==> config.mk <==
export PLATFORM = sky130hd
export DESIGN_NAME = wdds_sequencer
export DESIGN_NICKNAME = d
export VERILOG_FILES = /design/src/rtl/wdds_sequencer.v
export VERILOG_INCLUDE_DIRS = /design/src /design/src/inc
export SDC_FILE = /design/constraint.sdc
export NUM_CORES = 1
export LEC_CHECK = 0
export ABC_AREA = 1
export BUFFER_PORTS_ARGS = -buffer_cell sky130_fd_sc_hd__clkbuf_2
export CAP_MARGIN = 10
export CORE_MARGIN = 4
export CORE_UTILIZATION = 50
export DETAILED_ROUTE_END_ITERATION = 7
export PLACE_DENSITY_LB_ADDON = 0.25
export SETUP_SLACK_MARGIN = 0.05
export SYNTH_ARGS = -nofsm -noshare
export SYNTH_HDL_FRONTEND = slang
export SYNTH_SLANG_ARGS = --single-unit
export TNS_END_PERCENT = 1
==> constraint.sdc <==
create_clock -name clock -period 4.3 [get_ports clock]
set_input_delay 0.215 -clock clock [delete_from_list [all_inputs] [get_ports clock]]
set_output_delay 0.215 -clock clock [all_outputs]
set_load 0.01 [all_outputs]
==> src/inc/wdds_consts.vh <==
// timing constants for the watchdog disable sequencer
`ifndef WDDS_CONSTS_VH
`define WDDS_CONSTS_VH
`define WDDS_CLK_MHZ 250
`define WDDS_TRIG_WIN_MS 48
`define WDDS_IGN_WIN_MS 16
`define WDDS_LOW_PULSE_MS 8
`define WDDS_FILT_MAX_US 500
`define WDDS_FILT_MIN_US 100
`define WDDS_TRIG_WIN_CYC (`WDDS_TRIG_WIN_MS * 1000 * `WDDS_CLK_MHZ)
`define WDDS_IGN_WIN_CYC (`WDDS_IGN_WIN_MS * 1000 * `WDDS_CLK_MHZ)
`define WDDS_LOW_PULSE_CYC (`WDDS_LOW_PULSE_MS * 1000 * `WDDS_CLK_MHZ)
`define WDDS_FILT_CYC (`WDDS_FILT_MAX_US * `WDDS_CLK_MHZ)
`endif

==> src/rtl/wdds_sequencer.v <==
// watchdog state sequencer with trigger window, low pulse and filtered disable
//
// Overview of operation
// - fixed 48 ms trigger window after ignore
// - disable level on disable_level_window input disables watchdog
// - enter disable after level held full filter
// - leaving disable restarts with ignore window
// - exit from disable uses same filter
// - missed trigger drives combined output low
// - missed trigger low followed by ignore window
// - output stays high while disabled if high
// - disable during low finishes full low pulse
// - short disable truncates low, then ignore
// - scenarios A-C assume long disable interval
// - falling trigger edge restarts trigger window
// - filter time between 100 and 500 us
// - output low pulse nominally 8 ms
`timescale 1ns/1ns
`include "wdds_consts.vh"
module wdds_sequencer #(
  parameter integer TRIG_CYC = `WDDS_TRIG_WIN_CYC,
  parameter integer IGN_CYC = `WDDS_IGN_WIN_CYC,
  parameter integer LOW_CYC = `WDDS_LOW_PULSE_CYC,
  parameter integer FILT_CYC = `WDDS_FILT_CYC
) (
  input wire clock,
  input wire rst_n,
  input wire watchdog_trigger_input,
  input wire disable_level_window,
  output reg reset_watchdog_out_n,
  output reg out_oe,
  output reg wd_disabled
);
  // one-hot states
  localparam [3:0] S_IGN = 4'h1;
  localparam [3:0] S_TRIG = 4'h2;
  localparam [3:0] S_LOW = 4'h4;
  localparam [3:0] S_DIS = 4'h8;

  reg trig_s1_q; // synchroniser first stage
  reg trig_s2_q; // synchronised trigger
  reg trig_s3_q; // delayed for edge detect
  reg dis_s1_q; // synchroniser first stage
  reg dis_s2_q; // synchronised disable level
  reg [3:0] state_q; // sequencer state
  reg [31:0] cnt_q; // window counter
  reg [31:0] filt_q; // filter counter
  reg dis_q; // filtered disable state
  reg low_pend_q; // low pulse still to finish while disabled
  reg [31:0] low_cnt_q; // low pulse counter during disable
  wire fall; // trigger falling edge
  wire filt_done; // level held long enough

  // edge decode on synchronised trigger; no dead time, fall is taken straight from the sync
  assign fall = trig_s3_q & ~trig_s2_q;
  assign filt_done = (filt_q == FILT_CYC - 1);

  // two flop synchronisers and edge register
  always @(posedge clock or negedge rst_n)
  begin
    if (!rst_n)
    begin
      trig_s1_q <= 1'b0;
      trig_s2_q <= 1'b0;
      trig_s3_q <= 1'b0;
      dis_s1_q <= 1'b0;
      dis_s2_q <= 1'b0;
    end
    else
    begin
      trig_s1_q <= watchdog_trigger_input;
      trig_s2_q <= trig_s1_q;
      trig_s3_q <= trig_s2_q;
      dis_s1_q <= disable_level_window;
      dis_s2_q <= dis_s1_q;
    end
  end

  // filter: level must differ from filtered state continuously
  always @(posedge clock or negedge rst_n)
  begin
    if (!rst_n)
    begin
      filt_q <= 32'h0;
      dis_q <= 1'b0;
    end
    else if (dis_s2_q != dis_q)
    begin
      if (filt_done)
      begin
        dis_q <= dis_s2_q;
        filt_q <= 32'h0;
      end
      else
        filt_q <= filt_q + 32'h1;
    end
    else
      filt_q <= 32'h0; // excursion too short, restart
  end

  // main sequencer
  always @(posedge clock or negedge rst_n)
  begin
    if (!rst_n)
    begin
      state_q <= S_IGN;
      cnt_q <= 32'h0;
      low_pend_q <= 1'b0;
      low_cnt_q <= 32'h0;
      reset_watchdog_out_n <= 1'b1;
      out_oe <= 1'b0;
      wd_disabled <= 1'b0;
    end
    else
    begin
      wd_disabled <= dis_q;
      case (state_q)
        // ignore window: no trigger needed
        S_IGN:
        begin
          if (dis_q)
          begin
            state_q <= S_DIS;
            cnt_q <= 32'h0;
          end
          else if (cnt_q == IGN_CYC - 1)
          begin
            state_q <= S_TRIG;
            cnt_q <= 32'h0;
          end
          else
            cnt_q <= cnt_q + 32'h1;
        end
        // trigger window: falling edge restarts
        S_TRIG:
        begin
          if (dis_q)
          begin
            state_q <= S_DIS;
            cnt_q <= 32'h0;
          end
          else if (fall)
            cnt_q <= 32'h0;
          else if (cnt_q == TRIG_CYC - 1)
          begin
            state_q <= S_LOW;
            cnt_q <= 32'h0;
            reset_watchdog_out_n <= 1'b0;
            out_oe <= 1'b1;
          end
          else
            cnt_q <= cnt_q + 32'h1;
        end
        // output low pulse
        S_LOW:
        begin
          if (dis_q)
          begin
            state_q <= S_DIS; // low pulse continues under disable
            low_cnt_q <= cnt_q + 32'h1;
            cnt_q <= 32'h0;
            // pulse may end on this very edge; avoid one extra cycle low
            if (cnt_q == LOW_CYC - 1)
            begin
              low_pend_q <= 1'b0;
              reset_watchdog_out_n <= 1'b1;
              out_oe <= 1'b0;
            end
            else
              low_pend_q <= 1'b1;
          end
          else if (cnt_q == LOW_CYC - 1)
          begin
            state_q <= S_IGN;
            cnt_q <= 32'h0;
            reset_watchdog_out_n <= 1'b1;
            out_oe <= 1'b0;
          end
          else
            cnt_q <= cnt_q + 32'h1;
        end
        // disabled: finish pending low pulse, then stay high
        S_DIS:
        begin
          if (!dis_q)
          begin
            state_q <= S_IGN;
            cnt_q <= 32'h0;
            low_pend_q <= 1'b0;
            reset_watchdog_out_n <= 1'b1;
            out_oe <= 1'b0;
          end
          else if (low_pend_q)
          begin
            if (low_cnt_q >= LOW_CYC - 1)
            begin
              low_pend_q <= 1'b0;
              reset_watchdog_out_n <= 1'b1;
              out_oe <= 1'b0;
            end
            else
              low_cnt_q <= low_cnt_q + 32'h1;
          end
          else
          begin
            reset_watchdog_out_n <= 1'b1;
            out_oe <= 1'b0;
          end
        end
        default:
        begin
          state_q <= S_IGN;
          cnt_q <= 32'h0;
        end
      endcase
    end
  end
endmodule // wdds_sequencer

==> metrics.csv <==
stage;metric;value;unit
run_status;status;complete, but fails checks;
run_status;failing checks;hold timing;
synthesis;Syn Area/Cell;6.666;um2
power_and_ir_drop;Peak VDD IR;256.5;uV
critical_path;RR Startpoint;cnt_q[0];
synthesis;Synth Area in XOR/XNOR;4.798;%
critical_path;Worst R2R End;cnt_q[21];
clocking;Resize count post-CTS;0;
power_and_ir_drop;pwr/cell area;264.1;nW/um2
clocking;CTS tree;yes;
clocking;Reg clk slew, reported paths;0.08;ns
drt;DRC;0;
drt;DR pass1 iterations;5;
critical_path;CP max FO;31;
critical_path;WS Path Type;flop to flop;
floorplan;Vert. Die Dim;127.3;um
sta;period utilization;59.24;%
finish;n_diodes;0;
power_and_ir_drop;sequential share of power;51.7;%
synthesis;count of different cell masters after synthesis;37;
sta;hold_ws;-0.01202;ns
finish;Finished Cell Area;7624;um2
sta;setup TNS;0;ns
drt;vias;6882;
synthesis;Post-synth EDFFs;0;
synthesis;post-synthesis mux area share;0.2812;%
clocking;CTS Sinks;110;
finish;Final #Nets;1075;
synthesis;most common flop cell mapped by yosys;dfrtp_1;
critical_path;crit-path cells;ha_1 > nand3_4 > inv_2 > nand4_1 > nor2_1 > nand2_1 > nand3_2 > nand3_2 > nand3_1 > nand2_1;
sta;Fin. Hold Viols;12;
floorplan;DIE AREA;16210;um2
grt;gr ovfl total;0;
sta;Final Critical Period;2.547;ns
sta;Slew @ Worst Pin;0.9236;ns
drt;remaining antenna violation count;0;
synthesis;#FFs+latches synth;110;
sta;Relative slew margins;38.43;%
clocking;Clk Latency, worst-skew pair;0.36;ns
critical_path;Worst Setup End Kind;flop;
floorplan;core area;13930;um2
power_and_ir_drop;Tot Pwr;2.014;mW
synthesis;post-synthesis async set-or-reset flop share;100.0;%
sta;Final Max Tran Viols;0;
synthesis;Seq/Total Area, Yosys;38.70;%
critical_path;critical path data required time;4.54;ns
clocking;number of CTS-inserted buffers;9;
grt;global-route wire length before repair;31840;um
synthesis;YS warnings;0;
floorplan;num ports;7;
synthesis;adder-cell share of the synthesized area;0.5272;%
min_path;Hold Path Class;input port to async pin;
placement;dpl hpwl;14450;um
power_and_ir_drop;Leak;3.469;nW
critical_path;cell family with most CP delay;simple AND/OR/NAND/NOR gates;
finish;commonest cells after routing, fill and taps aside;343 x nand2_1, 164 x nor2_1, 119 x nand3_1;
synthesis;cell area after synthesis;7119;um2
grt;largest net degree at the start of global routing;75;
critical_path;Slowest-stage cell, CP;nand3_2;
synthesis;Synth Instances;1068;
clocking;H-tree depth;3;
critical_path;CP Launch Type;flop;
finish;most common cell after layout, fill and taps aside;nand2_1;
grt;vias in the first global route;6239;
power_and_ir_drop;Internal;1.576;mW
floorplan;Starting Density;51.09;%
sta;Setup Skew;0.008032;ns
critical_path;Reg2Reg Depth;10;
critical_path;reg2reg setup slack;1.75;ns
synthesis;Simple-Gate Fraction of Synth Area;44.32;%
floorplan;FP Rows;43;
critical_path;worst path buffer plus inverter count;1;
placement;gp weighted congestion;0.9702;
clocking;Hold Buf Count CTS;2;
finish;synth-to-layout area growth;7.083;%
drt;Vias/cell;5.492;
power_and_ir_drop;combinational power share;1.7;%
sta;RSZ-0062 raised after global routing;false;
placement;Port Buffers;6;
floorplan;Die X-Extent;127.3;um
critical_path;worst path arrival time;2.79;ns
power_and_ir_drop;clock share of power;46.6;%
clocking;Max clock buf depth;2;
placement;Placed Area;7272;um2
drt;WL final;19320;um
power_and_ir_drop;Sw Share;21.73;%
synthesis;largest family of logic cells by synthesized area;simple AND/OR/NAND/NOR gates;
synthesis;Compound-Gate Fraction of Synth Area;3.515;%
job;Max Cap Viol;0;
grt;GRT Util Overall;24.54;%
drt;initial DRC count;764;
finish;fraction of layout cells with a size suffix above 1;4.846;%
sta;# setup viols final;0;
synthesis;syn nets;1075;
drt;per-cell routed wire length;15.42;um
clocking;CTS root buffer;clkbuf_16;
grt;initial antenna violation count;0;
sta;fmax;392.5;MHz
clocking;Post-CTS Setup Inserts;0;
power_and_ir_drop;Switch Pwr;0.4375;mW
critical_path;Worst path max stage delay;0.55;ns
-- through the flow --
step / setup WS, ns / std cells / util (%)
floorplan: 2.582 / 1068 / -
global placement: 1.805 / 1235 / 52.19
detailed placement: 1.793 / 1235 / 52.19
CTS: 1.771 / 1253 / 54.71
global route: 1.581 / 1253 / 54.71
finish: 1.753 / 1253 / 54.71
-- worst max-delay path by stage --
stage | start | endpoint | slack [ns] | cells after the start
floorplan | cnt_q[0] | cnt_q[14] | 2.58 | 9
global placement | cnt_q[0] | cnt_q[21] | 1.81 | 8
detailed placement | cnt_q[0] | cnt_q[21] | 1.79 | 10
CTS | cnt_q[0] | cnt_q[21] | 1.77 | 10
global route | state_q[1] | low_cnt_q[21] | 1.58 | 11
finish | cnt_q[0] | cnt_q[21] | 1.75 | 10
-- cells by family after synthesis --
family	after synthesis
xor+xnor	39
buf+inv	137
mux	2
fa+ha+maj	3
simple gates	731
flops	110
compound gates	46
-- layer usage --
metal / track usage [%] / part of all wire, % / vias to the layer above
met2: 34.59 / 41 / 290
met1: 37.36 / 48 / 3146
met5: 0 / 0 / -
li1: - / - / 3405
met3: 6.355 / 8.9 / 41
met4: 6.435 / 2.4 / 0
-- state kept, by name, indices dropped and copies added (netlist names) --
signal,cells
reset_watchdog_out_n,1
dis_s1_q,1
trig_s3_q,1
filt_q,32
trig_s2_q,1
low_pend_q,1
out_oe,1
dis_q,1
low_cnt_q,32
wd_disabled,1
dis_s2_q,1
trig_s1_q,1
cnt_q,32
state_q,4
-- final cells by class --
cell class                 instances  area, um2
sequential                       110       2755
tap                              180      225.2
inverter                         115      431.7
fill                            1395       6311
clock inverter                     6      92.59
timing repair buffer              11      75.07
clock buffer                      10      239.0
multi-input combinational        821       3805
-- cell usage after synthesis, drive strengths merged (3+ instances only) --
cell / instances / area [um2]
nand3b: 4 / 30.03
o21ai: 37 / 188.9
nor2: 173 / 676.9
ha: 3 / 37.54
xor2: 32 / 280.3
buf: 13 / 93.83
a21oi: 3 / 15.01
or2: 3 / 18.77
nand4: 28 / 175.2
inv: 114 / 427.9
a21o: 3 / 22.52
nor3: 42 / 210.2
dfrtp: 108 / 2703
nand2: 346 / 1316
xnor2: 7 / 61.31
clkbuf: 9 / 33.78
nand3: 125 / 663.1
nor4: 8 / 50.05
-- power groups by stage --
stage          Clock (mW)  Combinational, mW  Sequential [mW]
2_1_floorplan           0            0.00933             1.06
4_1_cts             0.955             0.0365             1.04
6_report            0.937             0.0346             1.04
3_3_place_gp            0             0.0349             1.06
5_1_grt             0.998             0.0416             1.04
3_5_place_dp            0             0.0350             1.06
-- worst register-to-register path, stage by stage, from the launching register on --
cell and delay [ns]:
dfrtp_1 0.48, ha_1 0.29, nand3_4 0.15, inv_2 0.14, nand4_1 0.08, nor2_1 0.11, nand2_1 0.07, nand3_2 0.11
nand3_2 0.55, nand3_1 0.37, nand2_1 0.08
(Power assumes the default switching activity.)
